$ cat src/pcmsf_pkg.sv
// Package for the connection status block: register map, field positions, codes, timing.
// Assumes a single 10 MHz clock domain and an AXI4-Lite register bus.
package pcmsf_pkg;
	localparam logic [7:0]  ADDR_STATUS_B   = 8'h00; // connection_status_b, read only.
	localparam logic [7:0]  ADDR_XMIT_VEC   = 8'h04; // transmit_bit_vector.
	localparam logic [7:0]  ADDR_SIG_COUNT  = 8'h08; // signal_bit_count.
	localparam logic [7:0]  ADDR_CONTROL    = 8'h0C; // Write 1 to bit 0 clears the signaling flag.
	localparam logic [7:0]  ADDR_TIMERS     = 8'h10; // Phase timer low half, noise timer high half.
	localparam int          BIT_SIGNALING   = 6;
	localparam int          BIT_LSF         = 5;
	localparam int          BIT_RCF         = 4;
	localparam int          BIT_TCF         = 3;
	localparam logic [2:0]  CAUSE_NONE      = 3'h0;
	localparam logic [2:0]  CAUSE_START     = 3'h1;
	localparam logic [2:0]  CAUSE_TOUT      = 3'h2;
	localparam logic [2:0]  CAUSE_NOISE     = 3'h3;
	localparam logic [2:0]  CAUSE_QUIET     = 3'h4;
	localparam logic [2:0]  CAUSE_IDLE      = 3'h5;
	localparam logic [2:0]  CAUSE_HALT      = 3'h6;
	localparam int          PHASE_DIV_BITS  = 8;
	localparam int          NOISE_DIV_BITS  = 2;
	localparam logic [1:0]  RESP_OKAY       = 2'h0;
	localparam logic [1:0]  RESP_SLVERR     = 2'h2;
	localparam logic [15:0] RESET_ZERO16    = 16'h0000;

	// Break cause event inputs, grouped.
	typedef struct packed {
		logic start;  // Begin command issued.
		logic quiet;  // Quiet line state seen.
		logic idle;   // Idle line state seen.
		logic halt;   // Halt line state seen.
	} pcmsf_brk_s;
endpackage

$ cat src/pcmsf_top.sv
// Connection manager status flags, break cause capture and two prescaled timers.
// Assumes all event inputs come from same-clock logic and AXI4-Lite master on clk.
//
// Our own choices: the AXI4-Lite slave port and the placing of the registers.
`timescale 1ns/100ps
// Behaviour
// - Vector write sets signaling flag bit 6
// - Vector and length writes blocked while signaling
// - Line state seen flag clears on state change
// - Receive code flag set when routine starts
// - Transmit code flag set when routine starts
// - Three-bit break cause in bits 2..0
// - Cause 0 never, 1 begin command
// - Cause 2 phase timer timeout expiry
// - Cause 3 noise timer expiry
// - Cause 4 quiet line state
// - Cause 5 idle line state
// - Cause 6 halt state; 7 never
// - Exactly two timers: phase and noise
// - Each timer advanced through own divider
// - Phase timer advances every 256 clocks
// - Noise timer advances every 4 clocks
// - Phase timeout while awaiting response breaks
// - Noise expiry before idle breaks
module pcmsf_top
	import pcmsf_pkg::*;
(
	input  wire logic              clk,            // 10 MHz clock.
	input  wire logic              rst,            // Async reset, active high.
	input  wire logic [7:0]        s_axi_awaddr,   // Write address.
	input  wire logic              s_axi_awvalid,  // Write address valid.
	output logic                   s_axi_awready,  // Write address ready.
	input  wire logic [31:0]       s_axi_wdata,    // Write data.
	input  wire logic [3:0]        s_axi_wstrb,    // Write strobes.
	input  wire logic              s_axi_wvalid,   // Write data valid.
	output logic                   s_axi_wready,   // Write data ready.
	output logic [1:0]             s_axi_bresp,    // Write response.
	output logic                   s_axi_bvalid,   // Write response valid.
	input  wire logic              s_axi_bready,   // Write response ready.
	input  wire logic [7:0]        s_axi_araddr,   // Read address.
	input  wire logic              s_axi_arvalid,  // Read address valid.
	output logic                   s_axi_arready,  // Read address ready.
	output logic [31:0]            s_axi_rdata,    // Read data.
	output logic [1:0]             s_axi_rresp,    // Read response.
	output logic                   s_axi_rvalid,   // Read data valid.
	input  wire logic              s_axi_rready,   // Read data ready.
	input  wire logic [3:0]        conn_state,     // Connection manager state code.
	input  wire logic              line_state_hit, // Awaited line state recognised.
	input  wire logic              rx_code_start,  // Receive routine begins.
	input  wire logic              tx_code_start,  // Transmit routine begins.
	input  wire logic              signal_done,    // Signaling exchange finished.
	input  pcmsf_pkg::pcmsf_brk_s  brk_evt,        // Line-state and command break causes.
	input  wire logic              phase_load,     // Load phase timer.
	input  wire logic [15:0]       phase_load_val, // Two's complement load value.
	input  wire logic              phase_resp_wait,// Response expected from neighbour.
	input  wire logic              noise_load,     // Load noise timer (left idle).
	input  wire logic [15:0]       noise_limit_time,// Two's complement noise limit.
	input  wire logic              noise_idle_seen,// Idle line state recognised again.
	output logic                   break_req,      // One-cycle request to enter break.
	output logic [15:0]            transmit_bit_vector, // Stored vector.
	output logic [3:0]             signal_bit_count     // Stored length.
);
	////////////////////////////////////////////////////////////////////////////////
	logic [15:0] connection_phase_timer;
	logic [15:0] noise_event_timer;
	logic [7:0]  phase_div;
	logic [1:0]  noise_div;
	logic        phase_run;
	logic        noise_run;
	logic        phase_exp;
	logic        noise_exp;
	logic        signaling;
	logic        line_state_seen_flag;
	logic        rx_code_started_flag;
	logic        tx_code_started_flag;
	logic [2:0]  cause;
	logic [3:0]  state_q;
	logic        aw_got;
	logic        w_got;
	logic [7:0]  aw_q;
	logic [31:0] w_q;
	logic [3:0]  ws_q;
	logic        wr_fire;
	logic        vec_write_ok;
	logic        cnt_write_ok;
	logic        clear_write;

	// Returns true when a divider at full count carries into its timer.
	function automatic logic div_carry(input logic [7:0] div, input logic [7:0] top);
		return div == top;
	endfunction

	////////////////////////////////////////////////////////////////////////////////
	// Phase timer with 8-bit prescaler; the divider restarts at zero on every load.
	always_ff @(posedge clk or posedge rst) begin
		if (rst) begin
			phase_div              <= 8'h00;
			connection_phase_timer <= 16'h0000;
			phase_run              <= 1'b0;
		end else if (phase_load) begin
			phase_div              <= 8'h00;
			connection_phase_timer <= phase_load_val;
			phase_run              <= 1'b1;
		end else if (phase_run) begin
			phase_div <= phase_div + 8'h01;
			if (div_carry(phase_div, 8'hFF)) begin
				connection_phase_timer <= connection_phase_timer + 16'h0001;
				if (connection_phase_timer == 16'hFFFF) begin
					phase_run <= 1'b0;
				end
			end
		end
	end
	assign phase_exp = phase_run && div_carry(phase_div, 8'hFF)
		&& connection_phase_timer == 16'hFFFF;

	// Noise timer with 2-bit prescaler, loaded when the line leaves idle.
	always_ff @(posedge clk or posedge rst) begin
		if (rst) begin
			noise_div         <= 2'h0;
			noise_event_timer <= 16'h0000;
			noise_run         <= 1'b0;
		end else if (noise_load) begin
			noise_div         <= 2'h0;
			noise_event_timer <= noise_limit_time;
			noise_run         <= 1'b1;
		end else if (noise_idle_seen) begin
			noise_run <= 1'b0; // Idle came back in time, no break.
		end else if (noise_run) begin
			noise_div <= noise_div + 2'h1;
			if (div_carry({6'h00, noise_div}, 8'h03)) begin
				noise_event_timer <= noise_event_timer + 16'h0001;
				if (noise_event_timer == 16'hFFFF) begin
					noise_run <= 1'b0;
				end
			end
		end
	end
	assign noise_exp = noise_run && !noise_load && !noise_idle_seen
		&& div_carry({6'h00, noise_div}, 8'h03) && noise_event_timer == 16'hFFFF;

	////////////////////////////////////////////////////////////////////////////////
	// Break cause capture; start command has top priority, then timers, then line states.
	assign break_req = brk_evt.start || (phase_exp && phase_resp_wait) || noise_exp
		|| brk_evt.quiet || brk_evt.idle || brk_evt.halt;

	always_ff @(posedge clk or posedge rst) begin
		if (rst) begin
			cause <= CAUSE_NONE;
		end else if (brk_evt.start) begin
			cause <= CAUSE_START;
		end else if (phase_exp && phase_resp_wait) begin
			cause <= CAUSE_TOUT;
		end else if (noise_exp) begin
			cause <= CAUSE_NOISE;
		end else if (brk_evt.quiet) begin
			cause <= CAUSE_QUIET;
		end else if (brk_evt.idle) begin
			cause <= CAUSE_IDLE;
		end else if (brk_evt.halt) begin
			cause <= CAUSE_HALT;
		end
	end

	////////////////////////////////////////////////////////////////////////////////
	// Status flags; a new state clears the line flag unless a hit lands the same cycle.
	always_ff @(posedge clk or posedge rst) begin
		if (rst) begin
			state_q <= 4'h0;
			line_state_seen_flag     <= 1'b0;
			rx_code_started_flag     <= 1'b0;
			tx_code_started_flag     <= 1'b0;
		end else begin
			state_q <= conn_state;
			if (line_state_hit) begin
				line_state_seen_flag <= 1'b1;
			end else if (conn_state != state_q) begin
				line_state_seen_flag <= 1'b0;
			end
			if (rx_code_start) begin
				rx_code_started_flag <= 1'b1;
			end else if (conn_state != state_q) begin
				rx_code_started_flag <= 1'b0;
			end
			if (tx_code_start) begin
				tx_code_started_flag <= 1'b1;
			end else if (conn_state != state_q) begin
				tx_code_started_flag <= 1'b0;
			end
		end
	end

	////////////////////////////////////////////////////////////////////////////////
	// Write channel: address and data taken in either order, response follows both.
	assign s_axi_awready = !aw_got && !s_axi_bvalid;
	assign s_axi_wready  = !w_got && !s_axi_bvalid;
	assign wr_fire       = aw_got && w_got && !s_axi_bvalid;
	assign vec_write_ok  = wr_fire && aw_q == ADDR_XMIT_VEC && !signaling;
	assign cnt_write_ok  = wr_fire && aw_q == ADDR_SIG_COUNT && !signaling;
	assign clear_write   = wr_fire && aw_q == ADDR_CONTROL && ws_q[0] && w_q[0];

	always_ff @(posedge clk or posedge rst) begin
		if (rst) begin
			aw_got       <= 1'b0;
			w_got        <= 1'b0;
			aw_q         <= 8'h00;
			w_q          <= 32'h0000_0000;
			ws_q         <= 4'h0;
			s_axi_bvalid <= 1'b0;
			s_axi_bresp  <= RESP_OKAY;
		end else begin
			if (s_axi_awvalid && s_axi_awready) begin
				aw_got <= 1'b1;
				aw_q   <= s_axi_awaddr;
			end
			if (s_axi_wvalid && s_axi_wready) begin
				w_got <= 1'b1;
				w_q   <= s_axi_wdata;
				ws_q  <= s_axi_wstrb;
			end
			if (wr_fire) begin
				aw_got       <= 1'b0;
				w_got        <= 1'b0;
				s_axi_bvalid <= 1'b1;
				if (aw_q == ADDR_XMIT_VEC || aw_q == ADDR_SIG_COUNT || aw_q == ADDR_CONTROL) begin
					s_axi_bresp <= RESP_OKAY;
				end else begin
					s_axi_bresp <= RESP_SLVERR;
				end
			end else if (s_axi_bvalid && s_axi_bready) begin
				s_axi_bvalid <= 1'b0;
			end
		end
	end

	// Vector registers and signaling flag; a finished exchange unlocks the vectors.
	always_ff @(posedge clk or posedge rst) begin
		if (rst) begin
			transmit_bit_vector <= RESET_ZERO16;
			signal_bit_count    <= 4'h0;
			signaling           <= 1'b0;
		end else begin
			if (vec_write_ok) begin
				if (ws_q[0]) transmit_bit_vector[7:0] <= w_q[7:0];
				if (ws_q[1]) transmit_bit_vector[15:8] <= w_q[15:8];
				signaling <= 1'b1;
			end else if (signal_done || clear_write) begin
				signaling <= 1'b0;
			end
			if (cnt_write_ok && ws_q[0]) begin
				signal_bit_count <= w_q[3:0];
			end
		end
	end

	////////////////////////////////////////////////////////////////////////////////
	// Read channel, one cycle answer; unmapped addresses answer SLVERR with zero data.
	assign s_axi_arready = !s_axi_rvalid;

	always_ff @(posedge clk or posedge rst) begin
		if (rst) begin
			s_axi_rvalid <= 1'b0;
			s_axi_rdata  <= 32'h0000_0000;
			s_axi_rresp  <= RESP_OKAY;
		end else if (s_axi_arvalid && s_axi_arready) begin
			s_axi_rvalid <= 1'b1;
			s_axi_rresp  <= RESP_OKAY;
			if (s_axi_araddr == ADDR_STATUS_B) begin
				s_axi_rdata <= {16'h0000, 5'h00, conn_state, signaling, line_state_seen_flag, rx_code_started_flag, tx_code_started_flag, cause};
			end else if (s_axi_araddr == ADDR_XMIT_VEC) begin
				s_axi_rdata <= {16'h0000, transmit_bit_vector};
			end else if (s_axi_araddr == ADDR_SIG_COUNT) begin
				s_axi_rdata <= {28'h0000000, signal_bit_count};
			end else if (s_axi_araddr == ADDR_CONTROL) begin
				s_axi_rdata <= 32'h0000_0000;
			end else if (s_axi_araddr == ADDR_TIMERS) begin
				s_axi_rdata <= {noise_event_timer, connection_phase_timer};
			end else begin
				s_axi_rdata <= 32'h0000_0000;
				s_axi_rresp <= RESP_SLVERR;
			end
		end else if (s_axi_rvalid && s_axi_rready) begin
			s_axi_rvalid <= 1'b0;
		end
	end
endmodule // pcmsf_top

$ cat config.mk
export PLATFORM = sky130hd
export DESIGN_NAME = pcmsf_top
export DESIGN_NICKNAME = d
export VERILOG_FILES = /design/src/pcmsf_pkg.sv /design/src/pcmsf_top.sv
export SDC_FILE = /design/constraint.sdc
export NUM_CORES = 1
export LEC_CHECK = 0
export BUFFER_PORTS_ARGS = -buffer_cell sky130_fd_sc_hd__buf_2
export CAP_MARGIN = 20
export CORE_MARGIN = 8
export CORE_UTILIZATION = 55
export CTS_BUF_LIST = sky130_fd_sc_hd__clkbuf_4
export DETAILED_ROUTE_END_ITERATION = 10
export PLACE_DENSITY = 0.83
export RECOVER_POWER = 25
export SYNTH_ARGS = -nofsm -noshare
export SYNTH_HDL_FRONTEND = slang
export SYNTH_SLANG_ARGS = --single-unit
$ cat constraint.sdc
create_clock -name clk -period 12.5 [get_ports clk]
set_clock_uncertainty 0.05 [all_clocks]
set_input_delay 1.875 -clock clk [delete_from_list [all_inputs] [get_ports clk]]
set_output_delay 1.875 -clock clk [all_outputs]
set_load 0.1 [all_outputs]
### Word level (Yosys, flattened, before mapping)

Index checks and enable logic that the tools add are counted.

| word-level totals | value |
|---|---|
| flip-flop bits (word level) | 141 |
| input bits | 107 |
| output and inout bits | 62 |

| operators by class | value |
|---|---|
| $add $sub $neg | 4 |
| equal/unequal tests | 13 |
| multiplexer cells | 52 |
| reductions and logical operators | 58 |

Operators with widths:

| cell | number |
|---|---|
| 2-to-1 mux 32 bit | 5 |
| 2-to-1 mux 16 bit | 7 |
| adder 16 x 1 -> 16 bit (second input constant) | 2 |
| == test 16 bit (second input constant) | 2 |
| == test 8 x 4 -> 1 bit (second input constant) | 4 |
| logical AND 1 bit | 24 |
| nonzero test 2 bit | 12 |
| 2-to-1 mux 1 bit | 23 |
| 2-to-1 mux 2 bit | 9 |
| 2-to-1 mux 3 bit | 6 |
| == test 8 x 3 -> 1 bit (second input constant) | 2 |
| 2-to-1 mux 8 bit | 2 |
| adder 8 x 1 -> 8 bit (second input constant) | 1 |
| == test 8 x 5 -> 1 bit (second input constant) | 1 |
| == test 8 bit (second input constant) | 1 |
| logical NOT 8 bit | 1 |
| logical OR 1 bit | 8 |
| AND reduction 2 bit | 4 |
| logical NOT 1 bit | 7 |
| nonzero test 6 bit | 1 |
| inequality test 4 bit | 1 |
| AND reduction 3 bit | 1 |
| adder 2 x 1 -> 2 bit (second input constant) | 1 |
| == test 2 bit (second input constant) | 1 |
| inequality test 2 bit (second input constant) | 1 |

### Longest topological paths before layout

| logic depth | value |
|---|---|
| depth in word-level cells | 9 |
| gate-level depth with buffers | 7 |

### Worst setup path after synthesis

OpenSTA, ideal clock, no wires.

| timing | value |
|---|---|
| path kind | input-to-output |
| start point | input noise_idle_seen |
| end point | output break_req |
| arrival time | 3.270 ns |
| setup slack | 7.305 ns |
| stages | 4 |
| buffers on the path | 0 |
| cell sequence | nor2b_1 and2_1 a31oi_1 nand4b_1 |

| between the ends | value |
|---|---|
| longest elaborated chain between the ends | 8 |

Ends and longest elaborated chain:

| what | line | text |
|---|---|---|
| start: declaration | pcmsf_top.sv:58 | `input wire logic noise_idle_seen,` |
| logical NOT 1 bit | pcmsf_top.sv:139 | `assign noise_exp = noise_run && !noise_load && !noise_idle_seen` |
| logical AND 1 bit | pcmsf_top.sv:139 |  |
| logical AND 1 bit (2 in a row) | pcmsf_top.sv:140 | `&& div_carry({6'h00, noise_div}, 8'h03) && noise_event_timer == 16'hFFFF;` |
| logical OR 1 bit | pcmsf_top.sv:144 | `assign break_req = brk_evt.start \|\| (phase_exp && phase_resp_wait) \|\| noise_exp` |
| logical OR 1 bit (3 in a row) | pcmsf_top.sv:145 | `\|\| brk_evt.quiet \|\| brk_evt.idle \|\| brk_evt.halt;` |
| end: declaration | pcmsf_top.sv:59 | `output logic break_req,` |

No other way between the ends.

### Worst setup path after layout

| timing | value |
|---|---|
| start point | input noise_load |
| end point | output break_req |

| between the ends | value |
|---|---|
| longest elaborated chain between the ends | 9 |

Ends and longest elaborated chain:

| what | line | text |
|---|---|---|
| start: declaration | pcmsf_top.sv:56 | `input wire logic noise_load,` |
| logical NOT 1 bit | pcmsf_top.sv:139 |  |
| logical AND 1 bit (2 in a row) | pcmsf_top.sv:139 |  |
| logical AND 1 bit (2 in a row) | pcmsf_top.sv:140 |  |
| logical OR 1 bit | pcmsf_top.sv:144 |  |
| logical OR 1 bit (3 in a row) | pcmsf_top.sv:145 |  |

No other way between the ends.

==> impl_results.rst <==
.. list-table::
   :header-rows: 1

   * - Metric
     - Value
   * - Run status
     - complete, but fails checks
   * - Violations in the final reports
     - capacitance limit, slew limit
   * - All-Layer GR Usage
     - 22.8%
   * - Number of DRC markers in iteration 0
     - 556
   * - Family with the most delay on the worst path
     - buffers and inverters
   * - Worst-case reg-to-reg path depth
     - 4
   * - Leakage power of the design
     - 0.00358 µW
   * - Last weighted congestion value of the routability-driven placer
     - 0.921
   * - Setup_tns
     - 0 ns
   * - EDFF count, synth
     - 0
   * - Final global-route overflow total
     - 0
   * - Critical Path Fanout Max
     - 31
   * - Share of cells above drive strength 1
     - 30.5%
   * - Slew of the pin with the lowest slew margin
     - 2.94 ns
   * - ANT nets after route
     - 0
   * - CTS H-tree lvls
     - 4
   * - Per-cell routed wire length
     - 19.3 µm
   * - Number of antenna violations at the first check in global routing
     - 1
   * - Number of instances resized during post-cts repair
     - 0
   * - Area after detailed placement
     - 7210 µm²
   * - Layout Cell Area excl Fill
     - 7540 µm²
   * - Number of violations of the max-capacitance limit
     - 1
   * - Cell breakdown of the critical path
     - buf_2 > inv_1 > and2_1 > a31oi_1 > nand4b_1 > buf_2
   * - Pwr dens
     - 169 nW/µm²
   * - Startpoint-to-endpoint class of the critical path
     - in2out
   * - Class of the worst hold path
     - reg2reg
   * - Endpoint arrival time on the critical path
     - 3.49 ns
   * - Die span in y
     - 124 µm
   * - Number of buffers created by CTS
     - 17
   * - Crit. path cell count
     - 6
   * - Final net count
     - 835
   * - Global-route wire length before repair
     - 26900 µm
   * - Number of hold-slack violations in the final timing report
     - 0
   * - Max rail drop VDD
     - 0.185 mV
   * - Pin count of the biggest net entering global routing
     - 72
   * - Detailed-route wire length
     - 17000 µm
   * - Number of setup buffers added after CTS
     - 0
   * - Clock tree from TritonCTS
     - built
   * - DR vias
     - 5209
   * - Most frequent cell on the critical path
     - buf_2
   * - RSZ-0062 raised after global routing
     - no
   * - Worst slew margin relative to its limit
     - -96.9%
   * - Clock latency reported for the late side of the worst-skew pair
     - 0.53 ns
   * - Total of endpoints with negative setup slack in the final report
     - 0
   * - Highest achievable clock rate
     - 185 MHz
   * - Residual DRC count
     - 0
   * - Share of the cycle needed by the critical path after routing
     - 43.3%
   * - Hold-critical path depth
     - 1
   * - Detailed placer's ending HPWL
     - 12700 µm
   * - Distinct cell type count after synthesis
     - 50
   * - Yosys warns
     - 0
   * - Count of hold-fix buffers inserted at cts
     - 0
   * - Nature of the critical path endpoint
     - primary output
   * - Via count of the first global-routing pass
     - 5303
   * - Io pins
     - 169
   * - Core ar.
     - 11400 µm²
   * - Setup crit start kind
     - input port
   * - Tmin final
     - 5.42 ns
   * - Avg Cell Area, Syn
     - 10.9 µm²
   * - Die width
     - 124 µm
   * - Synthesis-to-layout area growth
     - 18.2%
   * - Die Area
     - 15300 µm²
   * - Number of buffer and inverter instances along the worst setup path
     - 3
   * - Root buffer selected by CTS
     - clkbuf_4
   * - Effective utilization at floorplan
     - 56.1%
   * - Number of pins with negative max-slew slack in the final report
     - 70
   * - CP peak stage delay
     - 0.37 ns
   * - Drt pass-1 iters
     - 5
   * - Number of input and output port buffers inserted
     - 148
   * - Clock slew seen by the registers of the worst setup and hold paths
     - 0.10 ns
   * - Post-synth ARST share
     - 100%
   * - Post-synthesis instance area
     - 6380 µm²
   * - Most frequently used flop master after synthesis
     - dfrtp_1
   * - Number of rows in the core area
     - 39
   * - Flops & latches, synth
     - 139
   * - Detail-routed via count per cell
     - 5.93
   * - Slowest stage cell on the critical path
     - buf_2
   * - Post-synthesis cell count
     - 583
   * - Total number of clock tree sinks
     - 139
   * - Req. time, crit path
     - 10.57 ns
   * - Maximum clock insertion buffer count
     - 2
   * - Fraction of the yosys area taken by sequential cells
     - 54.5%
==> cell usage after synthesis, types with 5 or more instances <==
master / n / area (µm²)
nor2b_1: 8 / 50.1
inv_1: 18 / 67.6
nand2_1: 43 / 161
a221oi_1: 7 / 61.3
nor4_1: 13 / 81.3
xnor2_1: 17 / 149
or3_1: 10 / 62.6
o21ai_0: 33 / 165
dfrtp_1: 139 / 3480
mux2_2: 43 / 484
nor3_1: 6 / 30.0
o31ai_1: 6 / 45.0
a21o_1: 6 / 45.0
a21oi_1: 10 / 50.1
nand4_1: 16 / 100
a31oi_1: 13 / 81.3
nand3_1: 13 / 65.1
and3_1: 6 / 37.5
clkbuf_1: 28 / 105
xor2_1: 10 / 87.6
and2_1: 7 / 43.8
nor2_1: 46 / 173
or4_1: 9 / 67.6
a22o_1: 23 / 201
a222oi_1: 5 / 50.1
==> routing by layer <==
| layer | track usage, % | routed length, µm |
|---|---|---|
| met1 | 28.8 | 6860 |
| met2 | 35.6 | 8090 |
| met3 | 7.71 | 1640 |
| met4 | 8.88 | 389 |
| met5 | 0 | 0 |
==> worst register-to-register path, cell delays in order, from the launching register on <==
cell and delay, ns:
dfrtp_1 0.40, or4_1 0.57, nor4_1 0.41, nand3_1 0.48
mux2_2 0.42
==> logic make-up (layout without fill, tap and decap cells) <==
group,count (synthesis),after routing,share of synthesized area [%]
AOI/OAI and AO/OA,115,115,12.5
xor gates and xnor gates,27,27,3.71
adders and majority gates,4,4,0.784
buffers and inverters,50,201,3.18
DFF,139,139,54.5
muxes,51,51,9.16
other,1,3,0.0588
and+or+nand+nor,196,196,16.1
==> layout make-up <==
class / count / area, µm²
Inverter: 19 / 72.6
Clock inverter: 12 / 203
Clock buffer: 18 / 135
Tap cell: 143 / 179
Multi-Input combinational cell: 395 / 2710
Fill cell: 901 / 3830
Antenna cell: 1 / 2.50
Timing Repair Buffer: 152 / 763
Sequential cell: 139 / 3480
==> per-stage QoR <==
stage / hold slack [ns] / setup WS (ns) / utilization (%) / std cells / total power, µW
5_1_grt: 0.468 / 7.00 / 66.3 / 879 / 1330
3_3_place_gp: 0.416 / 7.14 / 63.4 / 847 / 923
3_5_place_dp: 0.416 / 7.12 / 63.4 / 848 / 939
6_report: 0.434 / 7.08 / 66.3 / 879 / 1280
2_1_floorplan: 0.399 / 6.85 / - / 584 / 857
4_1_cts: 0.439 / 7.12 / 66.4 / 878 / 1280
==> state kept, by name, indices dropped and copies added (netlist names) <==
register and cells:
s_axi_bvalid 1, transmit_bit_vector 16, s_axi_bresp 1, signaling 1, noise_event_timer 16, s_axi_rdata 32
w_got 1, connection_phase_timer 16, s_axi_rresp 1, line_state_seen_flag 1, phase_div 8, w_q 16
noise_run 1, signal_bit_count 4, phase_run 1, noise_div 2, s_axi_rvalid 1, tx_code_started_flag 1
state_q 4, cause 3, aw_q 8, rx_code_started_flag 1, aw_got 1, ws_q 2
==> layout by cell type (no fill, tap or decap), types with 5 or more instances in the layout <==
cell,n
inv_1,17
a222oi_1,5
or4_1,10
bufinv_16,6
o21ai_0,33
and2_1,7
nand2_1,43
nor2_1,46
clkbuf_4,18
dfrtp_1,139
nor4_1,12
mux2_2,43
buf_2,142
nand3_1,13
nand4_1,16
xnor2_1,17
xor2_1,10
a22o_1,23
nor2b_1,8
o31ai_1,6
clkbuf_1,6
or3_1,10
clkinv_1,7
a221oi_1,7
a21o_1,6
nor3_1,6
and3_1,6
a31oi_1,13
a21oi_1,10
==> final timing paths <==
kind,endpoint,startpoint,slack [ns]
setup / recovery,break_req,noise_load,7.08
hold / removal,tx_code_started_flag,tx_code_started_flag,0.43
setup reg to reg,transmit_bit_vector[4],aw_q[4],10.05
hold reg to reg,tx_code_started_flag,tx_code_started_flag,0.43
max in group asynchronous,s_axi_rdata[3],rst,8.32
min in group asynchronous,s_axi_rdata[26],rst,2.12
==> report_power, final <==
part           leakage [µW]  internal, µW  total, µW  switching, µW
logic               0.00166           104        344            240
registers           0.00175           524        583           59.5
clock network      0.000177           195        348            152
Note: power is estimated with default switching activity, not from simulation.
